===== src/design/pcs_map.svh =====
// Address map, field values, reset values and timing counts of the chain sequencer.
// Assumes a 250 MHz clock and a byte-addressed Avalon-MM register window.
`ifndef PCS_MAP_SVH
`define PCS_MAP_SVH

// Byte offsets of the register window
`define PCS_CTRL_OFS        10'h000
`define PCS_STATUS_OFS      10'h004
`define PCS_IRQ_STAT_OFS    10'h008
`define PCS_IRQ_MASK_OFS    10'h00C
`define PCS_CMD_POS_OFS     10'h010
`define PCS_ENTRY_PAGE      2'h1

// Control and status bits
`define PCS_CTRL_ALM_CLR    0
`define PCS_ST_READY        0
`define PCS_ST_MOVING       1
`define PCS_ST_ALARM        2
`define PCS_ST_IDX_LSB      4
`define PCS_IRQ_DONE        0
`define PCS_IRQ_ALARM       1
`define PCS_IRQ_W           2

// Entry function codes
`define PCS_FN_ONESHOT      2'h0
`define PCS_FN_CHAIN        2'h1
`define PCS_FN_PAUSE        2'h2

`define PCS_LAST_ENTRY      4'hF
`define PCS_MAX_CHAIN       3'h4

// Reset values
`define PCS_IRQ_MASK_RST    2'h0
`define PCS_RDATA_RST       32'h0000_0000

// Timing: dwell is counted in milliseconds
`define PCS_CLK_PERIOD_NS   4
`define PCS_DWELL_UNIT_NS   1000000

`endif


===== src/design/pcs_pkg.sv =====
// Types shared by the chain sequencer, its entry store and its axis stepper.
// Constants live in pcs_map.svh.
package pcs_pkg;

    typedef enum logic [2:0] {
        PCS_IDLE,
        PCS_SCAN_RD,
        PCS_SCAN_CHK,
        PCS_RUN_RD,
        PCS_RUN_LOAD,
        PCS_MOVING,
        PCS_DWELL
    } pcs_state_t;

    // One stored entry, four 32-bit words, word 0 in the low bits
    typedef struct packed {
        logic [15:0] dwell;
        logic [15:0] torque;
        logic [15:0] decel;
        logic [15:0] accel;
        logic [12:0] rsv;
        logic [1:0]  func;
        logic        absolute_target;
        logic [15:0] speed;
        logic [31:0] target;
    } pcs_entry_t;

    typedef struct packed {
        pcs_state_t  st;
        logic        start_prev;
        logic        ready;
        logic        moving;
        logic        alarm;
        logic        first;
        logic [3:0]  idx;
        logic [3:0]  start_idx;
        logic [2:0]  cnt;
        logic [31:0] pos;
        logic        prev_dir;
        logic        prev_link;
        logic [1:0]  func;
        logic [15:0] dwell;
        logic [17:0] tick;
        logic        ld;
        logic [31:0] ld_tgt;
        logic [15:0] ld_spd;
        logic [15:0] accel;
        logic [15:0] decel;
        logic        wait_rq;
        logic [31:0] rdata;
        logic [1:0]  irq_stat;
        logic [1:0]  irq_mask;
        logic        irq;
    } pcs_seq_t;

    typedef struct packed {
        logic [15:0][127:0] mem;
        logic [127:0]       rd_a;
        logic [127:0]       rd_b;
    } pcs_mem_t;

    typedef struct packed {
        logic [31:0] pos;
        logic [31:0] tgt;
        logic [15:0] spd;
        logic        busy;
        logic        done;
    } pcs_axis_t;

endpackage : pcs_pkg


===== src/design/pcs_sequencer.sv =====
// Positioning chain sequencer: runs stored entries one-shot, chained, or chained with dwell.
// Assumes a host on discrete lines (select, start, ready, moving) and software on Avalon-MM.
//
// Our own choices: the placing of the registers and register access over Avalon-MM.
`timescale 1ns/1ps
`include "pcs_map.svh"
module pcs_sequencer #(
    parameter int unsigned DWELL_TICK_CYC = `PCS_DWELL_UNIT_NS / `PCS_CLK_PERIOD_NS
) (
    input  wire logic        clk,
    input  wire logic        reset_n,
    input  wire logic [9:0]  avs_address,
    input  wire logic        avs_read,
    input  wire logic        avs_write,
    input  wire logic [31:0] avs_writedata,
    input  wire logic [3:0]  avs_byteenable,
    output logic      [31:0] avs_readdata,
    output logic             avs_waitrequest,
    output logic             irq,
    input  wire logic [3:0]  entry_select_lines,
    input  wire logic        start,
    output logic             ready,
    output logic             moving,
    output logic             alarm,
    output logic      [31:0] cmd_pos,
    output logic      [15:0] torque_limit,
    output logic      [15:0] accel_time,
    output logic      [15:0] decel_time
);
    localparam logic [17:0] TICK_LAST = 18'(DWELL_TICK_CYC - 1);

    pcs_pkg::pcs_seq_t   s_q;
    pcs_pkg::pcs_seq_t   s_d;
    pcs_pkg::pcs_entry_t ent;
    pcs_pkg::pcs_entry_t ent_b;

    logic [127:0] rd_a;
    logic [127:0] rd_b;
    logic         acc;
    logic         mem_we;
    logic         axis_done;
    logic [31:0]  axis_pos;
    logic         start_acc;
    logic [31:0]  nxt_pos;
    logic         nxt_dir;
    logic         dir_err;
    logic         len_err;
    logic         links;

    // Bus request taken only while waitrequest is high
    assign acc    = (avs_read || avs_write) && s_q.wait_rq;
    assign mem_we = acc && avs_write && (avs_address[9:8] == `PCS_ENTRY_PAGE);

    assign ent   = pcs_pkg::pcs_entry_t'(rd_a);
    assign ent_b = pcs_pkg::pcs_entry_t'(rd_b);

    assign start_acc = (s_q.st == pcs_pkg::PCS_IDLE) && start && !s_q.start_prev
                       && s_q.ready && !s_q.alarm;

    // Whole chain is vetted before any motion, so a refused chain never moves
    // Chain scan: predicted position and direction of each entry
    assign nxt_pos = ent.absolute_target ? ent.target : s_q.pos + ent.target;
    assign nxt_dir = $signed(nxt_pos) < $signed(s_q.pos);
    assign dir_err = (s_q.cnt != 3'h0) && s_q.prev_link && (nxt_dir != s_q.prev_dir);
    assign len_err = (s_q.cnt == `PCS_MAX_CHAIN);
    assign links   = ((ent.func == `PCS_FN_CHAIN) || (ent.func == `PCS_FN_PAUSE))
                     && (s_q.idx != `PCS_LAST_ENTRY);

    // Port b follows the select lines live, so the torque limit tracks them mid chain
    pcs_entry_mem u_mem (
        .clk     (clk),
        .reset_n (reset_n),
        .we      (mem_we),
        .waddr   (avs_address[7:2]),
        .wdata   (avs_writedata),
        .wbe     (avs_byteenable),
        .addr_a  (s_q.idx),
        .addr_b  (entry_select_lines),
        .rdata_a (rd_a),
        .rdata_b (rd_b)
    );

    pcs_axis u_axis (
        .clk      (clk),
        .reset_n  (reset_n),
        .load     (s_q.ld),
        .load_tgt (s_q.ld_tgt),
        .load_spd (s_q.ld_spd),
        .cmd_pos  (axis_pos),
        .busy     (),
        .done     (axis_done)
    );

    always_comb begin
        logic [`PCS_IRQ_W-1:0] ev;
        logic [`PCS_IRQ_W-1:0] clr;
        ev           = '0;
        clr          = '0;
        s_d          = s_q;
        s_d.ld       = 1'b0;
        s_d.start_prev = start;
        s_d.wait_rq  = 1'b1;

        // Register slave: answer one clock after the request is seen
        if (acc) begin
            s_d.wait_rq = 1'b0;
            s_d.rdata   = `PCS_RDATA_RST;
            if (avs_read) begin
                case (avs_address)
                    `PCS_STATUS_OFS: begin
                        s_d.rdata[`PCS_ST_READY]            = s_q.ready;
                        s_d.rdata[`PCS_ST_MOVING]           = s_q.moving;
                        s_d.rdata[`PCS_ST_ALARM]            = s_q.alarm;
                        s_d.rdata[`PCS_ST_IDX_LSB +: 4]     = s_q.idx;
                    end
                    `PCS_IRQ_STAT_OFS: begin
                        s_d.rdata[`PCS_IRQ_W-1:0] = s_q.irq_stat;
                        clr                       = s_q.irq_stat;
                    end
                    `PCS_IRQ_MASK_OFS: begin
                        s_d.rdata[`PCS_IRQ_W-1:0] = s_q.irq_mask;
                    end
                    `PCS_CMD_POS_OFS: begin
                        s_d.rdata = axis_pos;
                    end
                    default: begin
                        s_d.rdata = `PCS_RDATA_RST;
                    end
                endcase
            end else begin
                case (avs_address)
                    `PCS_CTRL_OFS: begin
                        if (avs_byteenable[0] && avs_writedata[`PCS_CTRL_ALM_CLR]) begin
                            s_d.alarm = 1'b0;
                        end
                    end
                    `PCS_IRQ_MASK_OFS: begin
                        if (avs_byteenable[0]) begin
                            s_d.irq_mask = avs_writedata[`PCS_IRQ_W-1:0];
                        end
                    end
                    default: begin
                    end
                endcase
            end
        end

        case (s_q.st)
            pcs_pkg::PCS_IDLE: begin
                s_d.ready = !s_d.alarm;
                if (start_acc) begin
                    s_d.idx       = entry_select_lines;
                    s_d.start_idx = entry_select_lines;
                    s_d.cnt       = 3'h0;
                    s_d.pos       = axis_pos;
                    s_d.prev_link = 1'b0;
                    s_d.ready     = 1'b0;
                    s_d.st        = pcs_pkg::PCS_SCAN_RD;
                end
            end
            pcs_pkg::PCS_SCAN_RD: begin
                s_d.st = pcs_pkg::PCS_SCAN_CHK;
            end
            pcs_pkg::PCS_SCAN_CHK: begin
                s_d.cnt       = s_q.cnt + 3'h1;
                s_d.pos       = nxt_pos;
                s_d.prev_dir  = nxt_dir;
                s_d.prev_link = (ent.func == `PCS_FN_CHAIN);
                if (dir_err || len_err) begin
                    // Chain refused before any motion; ready stays low until cleared
                    s_d.alarm     = 1'b1;
                    ev[`PCS_IRQ_ALARM] = 1'b1;
                    s_d.idx       = s_q.start_idx;
                    s_d.st        = pcs_pkg::PCS_IDLE;
                end else if (links) begin
                    s_d.idx = s_q.idx + 4'h1;
                    s_d.st  = pcs_pkg::PCS_SCAN_RD;
                end else begin
                    s_d.idx   = s_q.start_idx;
                    s_d.first = 1'b1;
                    s_d.st    = pcs_pkg::PCS_RUN_RD;
                end
            end
            pcs_pkg::PCS_RUN_RD: begin
                s_d.st = pcs_pkg::PCS_RUN_LOAD;
            end
            pcs_pkg::PCS_RUN_LOAD: begin
                // Incremental targets build on where the last move really ended
                s_d.ld     = 1'b1;
                s_d.ld_tgt = ent.absolute_target ? ent.target
                                                 : axis_pos + ent.target;
                s_d.ld_spd = ent.speed;
                s_d.moving = 1'b1;
                s_d.func   = links ? ent.func : `PCS_FN_ONESHOT;
                s_d.dwell  = ent.dwell;
                if (s_q.first) begin
                    s_d.accel = ent.accel;
                    s_d.decel = ent.decel;
                    s_d.first = 1'b0;
                end
                s_d.st = pcs_pkg::PCS_MOVING;
            end
            pcs_pkg::PCS_MOVING: begin
                if (axis_done) begin
                    case (s_q.func)
                        `PCS_FN_CHAIN: begin
                            // Moving stays high: no rest between plain entries
                            s_d.idx = s_q.idx + 4'h1;
                            s_d.st  = pcs_pkg::PCS_RUN_RD;
                        end
                        `PCS_FN_PAUSE: begin
                            s_d.moving = 1'b0;
                            s_d.tick   = 18'h00000;
                            s_d.st     = pcs_pkg::PCS_DWELL;
                        end
                        default: begin
                            s_d.moving = 1'b0;
                            s_d.ready  = 1'b1;
                            ev[`PCS_IRQ_DONE] = 1'b1;
                            s_d.st     = pcs_pkg::PCS_IDLE;
                        end
                    endcase
                end
            end
            pcs_pkg::PCS_DWELL: begin
                // Ready is untouched here, so it stays low through the pause
                // A zero dwell still spends one cycle here before the next read
                if (s_q.dwell == 16'h0000) begin
                    s_d.idx = s_q.idx + 4'h1;
                    s_d.st  = pcs_pkg::PCS_RUN_RD;
                end else if (s_q.tick == TICK_LAST) begin
                    s_d.tick  = 18'h00000;
                    s_d.dwell = s_q.dwell - 16'h0001;
                end else begin
                    s_d.tick = s_q.tick + 18'h00001;
                end
            end
            default: begin
                s_d.st = pcs_pkg::PCS_IDLE;
            end
        endcase

        // A new event wins over the read that clears it
        s_d.irq_stat = (s_q.irq_stat & ~clr) | ev;
        s_d.irq      = |(s_d.irq_stat & s_d.irq_mask);
    end

    always_ff @(posedge clk or negedge reset_n) begin
        if (!reset_n) begin
            s_q          <= '0;
            s_q.st       <= pcs_pkg::PCS_IDLE;
            s_q.wait_rq  <= 1'b1;
            s_q.irq_mask <= `PCS_IRQ_MASK_RST;
        end else begin
            s_q <= s_d;
        end
    end

    assign avs_readdata    = s_q.rdata;
    assign avs_waitrequest = s_q.wait_rq;
    assign irq             = s_q.irq;
    assign ready           = s_q.ready;
    assign moving          = s_q.moving;
    assign alarm           = s_q.alarm;
    assign cmd_pos         = axis_pos;
    assign torque_limit    = rd_b[111:96];
    assign accel_time      = s_q.accel;
    assign decel_time      = s_q.decel;
endmodule : pcs_sequencer


===== src/design/pcs_entry_mem.sv =====
// Sixteen-entry store for positioning entries, one word write port, two read ports.
// Read data appear one clock after the address; byte enables mask the write.
`timescale 1ns/1ps
module pcs_entry_mem (
    input  wire logic         clk,
    input  wire logic         reset_n,
    input  wire logic         we,
    input  wire logic [5:0]   waddr,
    input  wire logic [31:0]  wdata,
    input  wire logic [3:0]   wbe,
    input  wire logic [3:0]   addr_a,
    input  wire logic [3:0]   addr_b,
    output logic      [127:0] rdata_a,
    output logic      [127:0] rdata_b
);
    pcs_pkg::pcs_mem_t s_q;
    pcs_pkg::pcs_mem_t s_d;

    always_comb begin
        s_d      = s_q;
        s_d.rd_a = s_q.mem[addr_a];
        s_d.rd_b = s_q.mem[addr_b];
        for (int b = 0; b < 4; b++) begin
            if (we && wbe[b]) begin
                s_d.mem[waddr[5:2]][{waddr[1:0], 5'h00} + 7'(b * 8) +: 8] = wdata[b*8 +: 8];
            end
        end
    end

    always_ff @(posedge clk or negedge reset_n) begin
        if (!reset_n) begin
            s_q <= '0;
        end else begin
            s_q <= s_d;
        end
    end

    assign rdata_a = s_q.rd_a;
    assign rdata_b = s_q.rd_b;
endmodule : pcs_entry_mem


===== src/design/pcs_axis.sv =====
// Command position stepper: moves the command position toward a loaded target
// by the loaded speed each clock and pulses done on arrival.
`timescale 1ns/1ps
module pcs_axis (
    input  wire logic        clk,
    input  wire logic        reset_n,
    input  wire logic        load,
    input  wire logic [31:0] load_tgt,
    input  wire logic [15:0] load_spd,
    output logic      [31:0] cmd_pos,
    output logic             busy,
    output logic             done
);
    pcs_pkg::pcs_axis_t s_q;
    pcs_pkg::pcs_axis_t s_d;
    logic signed [32:0] diff;

    assign diff = $signed({s_q.tgt[31], s_q.tgt}) - $signed({s_q.pos[31], s_q.pos});

    always_comb begin
        s_d      = s_q;
        s_d.done = 1'b0;
        if (load) begin
            s_d.tgt  = load_tgt;
            // A zero speed would never arrive
            s_d.spd  = (load_spd == 16'h0000) ? 16'h0001 : load_spd;
            s_d.busy = 1'b1;
        end else if (s_q.busy) begin
            if ((diff <= $signed({17'h00000, s_q.spd}))
                && (diff >= -$signed({17'h00000, s_q.spd}))) begin
                s_d.pos  = s_q.tgt;
                s_d.busy = 1'b0;
                s_d.done = 1'b1;
            end else if (diff > 0) begin
                s_d.pos = s_q.pos + {16'h0000, s_q.spd};
            end else begin
                s_d.pos = s_q.pos - {16'h0000, s_q.spd};
            end
        end
    end

    always_ff @(posedge clk or negedge reset_n) begin
        if (!reset_n) begin
            s_q <= '0;
        end else begin
            s_q <= s_d;
        end
    end

    assign cmd_pos = s_q.pos;
    assign busy    = s_q.busy;
    assign done    = s_q.done;
endmodule : pcs_axis


===== config.mk =====
export PLATFORM = sky130hd
export DESIGN_NAME = pcs_sequencer
export DESIGN_NICKNAME = d
export VERILOG_FILES = /design/src/design/pcs_pkg.sv /design/src/design/pcs_sequencer.sv /design/src/design/pcs_entry_mem.sv /design/src/design/pcs_axis.sv
export VERILOG_INCLUDE_DIRS = /design/src /design/src/design
export SDC_FILE = /design/constraint.sdc
export NUM_CORES = 2
export LEC_CHECK = 0
export ABC_AREA = 0
export BUFFER_PORTS_ARGS = -buffer_cell sky130_fd_sc_hd__clkbuf_2
export CAP_MARGIN = 20
export CORE_ASPECT_RATIO = 0.7
export CORE_MARGIN = 5
export CORE_UTILIZATION = 34
export DETAILED_ROUTE_END_ITERATION = 8
export SLEW_MARGIN = 30
export SYNTH_ARGS = -nofsm -noshare
export SYNTH_HDL_FRONTEND = slang
export SYNTH_HIERARCHICAL = 1
export SYNTH_SLANG_ARGS = --single-unit

===== constraint.sdc =====
create_clock -name clk -period 8.94 [get_ports clk]
set_input_delay 0.447 -clock clk [delete_from_list [all_inputs] [get_ports clk]]
set_output_delay 0.447 -clock clk [all_outputs]
set_load 0.02 [all_outputs]

Word-level counts from Yosys, hierarchy flattened. Cells that the tools add are included.

Add/subtract/negate cells: 17. Multiply operators: 0. Div/mod/pow operators: 0. $lt $le $gt $ge: 8. Equality and inequality tests: 30. Shifts and indexed selects: 8. Mux-type cells: 90. Bitwise operators: 5. Reductions and logical operators: 48.

Operators by type and width (number): 2048-bit bitwise mux (4); 2048-bit two-way mux (4); 128-bit demux with 4-bit select (4); 128-bit binary-select mux with 4-bit select (2); 128-bit two-way mux (5); 8-bit by 9-bit variable shift with 128-bit output (first input constant) (4); 8-bit by 9-bit indexed part select with 128-bit output (4); 32-bit two-way mux (6); 112-bit two-way mux (1); 81-bit two-way mux (1); 35-bit one-hot mux with 2 select lines (1); 32-bit adder (2); 18-bit two-way mux (3); 43-bit two-way mux (1); 7-bit negator with 9-bit output (4); 18-bit one-hot mux with 2 select lines (1); 34-bit two-way mux (1); 33-bit greater-or-equal comparator (1); 33-bit by 1-bit greater-than comparator with 1-bit output (second input constant) (1); 33-bit by 17-bit <= comparator with 1-bit output (1); 33-bit two-way mux (1); 16-bit negator with 33-bit output (1); 32-bit by 32-bit subtractor with 33-bit output (1); 32-bit by 16-bit adder with 32-bit output (1); other kinds (54) (151).

Register bits: 2578. Latch bits: 0. Bits in writable memories: 0. Memory bits (read-only): 0. Input bits: 55. Output and inout bits: 117. Word-level logic and storage cells: 254. Memories: 0.

Longest topological paths before layout.
Depth in word-level cells: 12. Depth in mapped cells: 31. Gate-level depth less buffers: 28.

Cells and area by module. The synthesis kept the hierarchy.

By module, submodules not included: pcs_entry_mem (times used 1, cells an instance 8343, area each 115853.6 um2, sequential area each 57655.3 um2); pcs_sequencer (times used 1, cells an instance 1573, area each 14033.5 um2, sequential area each 5206.2 um2); pcs_axis (times used 1, cells an instance 1102, area each 9136.3 um2, sequential area each 2052.0 um2).

Worst setup path after synthesis. OpenSTA, ideal clock, no wires.

Path type: register to register. Start point: reg u_axis.s_q, in the netlist u_axis/cmd_pos[10]. End point: reg u_axis.s_q, in the netlist u_axis/cmd_pos[31]. Library setup time: 0.145 ns. Arrival time: 6.389 ns. Slack: 2.406 ns. Stages on the path, launching flop included: 29. Clock period less this slack: 6.534 ns. Path through: dfrtp_1 -> inv_1 -> ha_1 -> clkbuf_1 -> and3_1 -> a221oi_1 -> nor2_1 -> nor4_2 -> o41ai_4 -> xnor2_1 -> or4_4 -> nor4_4 -> nand2b_1 -> buf_2 -> buf_2 -> nor2_1 -> xnor2_1 -> ha_1 -> o211ai_1 -> a31oi_1 -> a221oi_1 -> o21ai_0 -> a31o_2 -> a31oi_1 -> o2111ai_1 -> nand2_1 -> or4_1 -> a2111oi_0 -> a211oi_2.

Longest elaborated chain between the ends: 4. Elaborated cells between the ends (all ways): 9.

RTL lines: from (decl) (line pcs_axis.sv:14) `pcs_pkg::pcs_axis_t s_q;`; from (signal assigned) (line pcs_axis.sv:44) `s_q <= '0;`; from (signal assigned) (line pcs_axis.sv:46) `s_q <= s_d;`; 32-bit by 32-bit subtractor with 33-bit output (line pcs_axis.sv:18) `assign diff = $signed({s_q.tgt[31], s_q.tgt}) - $signed({s_q.pos[31], s_q.pos});`; 33-bit by 1-bit greater-than comparator with 1-bit output, or another cell as far along (line pcs_axis.sv:34) `end else if (diff > 0) begin`; 32-bit two-way mux / 1-bit logical AND (equally long branches) (line pcs_axis.sv:34, pcs_axis.sv:30); 32-bit two-way mux (*) (line pcs_axis.sv:29) `if ((diff <= $signed({17'h00000, s_q.spd}))`.

Every way passes the cells marked *; elsewhere a longest branch is shown, timed or not. A chain may end at the register's enable or synchronous reset.

Worst setup path in the final report.
Start point: reg u_axis.s_q, in the netlist u_axis/cmd_pos[1]. End point: reg u_axis.s_q, in the netlist u_axis/cmd_pos[31].

Same word-level chain as after synthesis.

==> run metrics <==
Hold Path Stages=3; post-CTS setup buffer count=0; leakage=between 50 and 60 nW; filler instances=between 30000 and 40000; Max Slew Vio Count=0; via count=between 70000 and 80000; cts repair resizes=0; final period utilization=93.8%; Global Route Usage Sum=19.6%; run status=finished clean; antenna violations before repair=24; Final min period=about 8400 ps; TritonRoute pass-1 iters=6; vias in the first global route=75700; DR WL/cell=25.0 um; Core Region=between 300000 and 400000 sq um; Critical Path Start=u_axis/cmd_pos[1]$_DFFE_PN0P_; GRT overflow=0; arrival time at the worst endpoint=between 9000 and 10000 ps; clock buffer depth=4; placed instance area=113000 sq um; CTS sink count=~2200; reg2reg start=u_axis/cmd_pos[1]$_DFFE_PN0P_; WL final=between 300000 and 400000 um; Starting Density=~34%; max_cap viols=0; remaining antenna violation count=0; critical hold path startpoint=avs_writedata[28]; worst vdd ir=~0.21 mV; worst skew pair latency=between 900 and 1000 ps; type of origin of the critical path=register; H-tree depth=4; Fin. Hold Viols=0; pwr/cell area=around 260 nW/um^2; I/O Buffers=roughly 170; I/O pins=about 170; type of the worst min-delay path=primary input to register; Worst Path Class, Setup=register to register; r2r worst-path depth=27; Nets=9120; DRT iter0 DRCs=7494; share of cells above drive strength 1=a little over a quarter; Num CTS Buffers=around 230; design area=~120000 sq um; clock-pin slew on the worst setup and hold paths=approximately 60 ps; Post-Syn Instances=~9000; CP max FO=18; Critical Path RT=about 9700 ps; syn_nets=around 9400; Endpoint, Worst Hold=u_mem/s_q[636]$_DFFE_PN0P_; CTS tree=yes; R2R Setup Slk=about 550 ps; row count=approximately 180; first-pass GRT wire length=just over 500000 um; Fin Clk Skew=about 110 ps; pin count of the biggest net entering global routing=roughly 180; synthesized area=roughly 110000 sq um; Worst setup EP type=register; worst slew pin tran=about 1000 ps; average instance area after synthesis=12.0 sq um; relative slew slack=a little under a third; Area Overhead vs Synth=10.1%; die footprint=approximately 340000 sq um; vias per std cell=roughly 5.5; Die X=691 um; final setup vio count=0; warnings from Yosys=6; Die H=about 490 um; placer congestion estimate=just over 0.9; # DRC=0; fmax=around 120 MHz; DP HPWL=around 220000 um; Reg-to-Reg End=u_axis/cmd_pos[31]$_DFFE_PN0P_; Total Neg Setup Slack=0 ps; CTS Root Cell=clkbuf_16; RSZ-0062 raised after global routing=no
## cell type report
| cell class | instances | area, sq um | area share (%) |
|---|---|---|---|
| Tap cell | 4336 | 5430 | 4.47 |
| Clock inverter | 72 | 882 | 0.726 |
| Sequential cell | 2245 | 56200 | 46.3 |
| Inverter | 143 | 544 | 0.448 |
| Antenna cell | 7 | 17.5 | 0.0144 |
| Clock buffer | 351 | 6940 | 5.71 |
| Multi-Input combinational cell | 5924 | 49300 | 40.6 |
| Timing Repair Buffer | 292 | 2090 | 1.72 |
## layout by cell type, fill, tap and decap left out, drive strengths merged, types with 67 or more instances in the layout
cell	n
buf	121
and3	86
xnor2	84
nor2	273
inv	150
mux2i	67
mux2	1068
ha	221
mux4	544
o21ai	1075
a21o	86
clkbuf	519
dfrtp	2244
nand3	163
and2	78
a21oi	196
nand2	1290
## how the worst max path moves through the flow
stage	endpoint	slack [ps]
finish	u_axis/cmd_pos[31]$_DFFE_PN0P_	550
global placement	u_axis/cmd_pos[31]$_DFFE_PN0P_	490
CTS	u_axis/cmd_pos[31]$_DFFE_PN0P_	200
detailed placement	u_axis/cmd_pos[31]$_DFFE_PN0P_	260
global route	u_axis/cmd_pos[31]$_DFFE_PN0P_	90
floorplan	u_axis/cmd_pos[31]$_DFFE_PN0P_	2410
## timing repair
item,CTS,global route
hold buffers,3,0
hold endpoints to repair,117,0
endpoints found under the setup margin,0,0
## flip-flops by register name (all words and copies together) (netlist names)
signal	cells
avs_waitrequest	1
irq	1
decel_time	16
moving	1
avs_readdata	32
alarm	1
u_mem/rdata_a	99
u_axis/cmd_pos	32
accel_time	16
u_axis/done	1
ready	1
u_axis/s_q	48
u_mem/rdata_b	16
s_q	139
u_axis/busy	1
u_mem/s_q	1840
## per-stage QoR
stage	utilization [%]	std cells	total power, mW	setup slack, ps	hold WS (ps)
3_3_place_gp	35.0	12900	21.1	487	453
3_5_place_dp	35.0	12900	21.2	260	448
6_report	37.5	13400	31.3	551	63.1
5_1_grt	37.5	13400	32.9	93.7	55.6
4_1_cts	37.4	13400	31.4	200	17.6
2_1_floorplan	-	9164	18.4	2410	151
## per-layer routing
layer | up-vias | wire, um | GRT usage [%]
li1 | 32100 | - | -
met1 | 38700 | 149000 | 28.1
met2 | 2832 | 146000 | 29.1
met3 | 553 | 27600 | 4.80
met4 | 16 | 10800 | 5.89
met5 | - | 125 | 0
## critical path, stage by stage (launching register included)
cell and delay (ps):
dfrtp_1 630, inv_1 160, ha_1 310, nor2b_1 150, o31a_2 200, o211ai_4 140, a211oi_1 690, nor2_1 180
o2111ai_1 240, o311ai_1 250, or4_4 590, nor4_4 300, nand2b_1 150, buf_4 240, nor2_1 90, xnor2_1 180
ha_1 370, o211ai_1 140, a31oi_1 370, a221oi_1 250, o21ai_0 790, a31o_2 300, a31oi_1 160, o2111ai_1 210
nand2_1 80, or4_1 420, a2111oi_0 570, a211oi_2 90
## report_power, final
| group | internal, mW | total, mW | switching (mW) |
|---|---|---|---|
| registers | 10.6 | 11.0 | 0.488 |
| logic | 3.88 | 10.2 | 6.35 |
| clock network | 5.85 | 10.0 | 4.16 |
No activity file was read; power rests on OpenSTA's default activity.
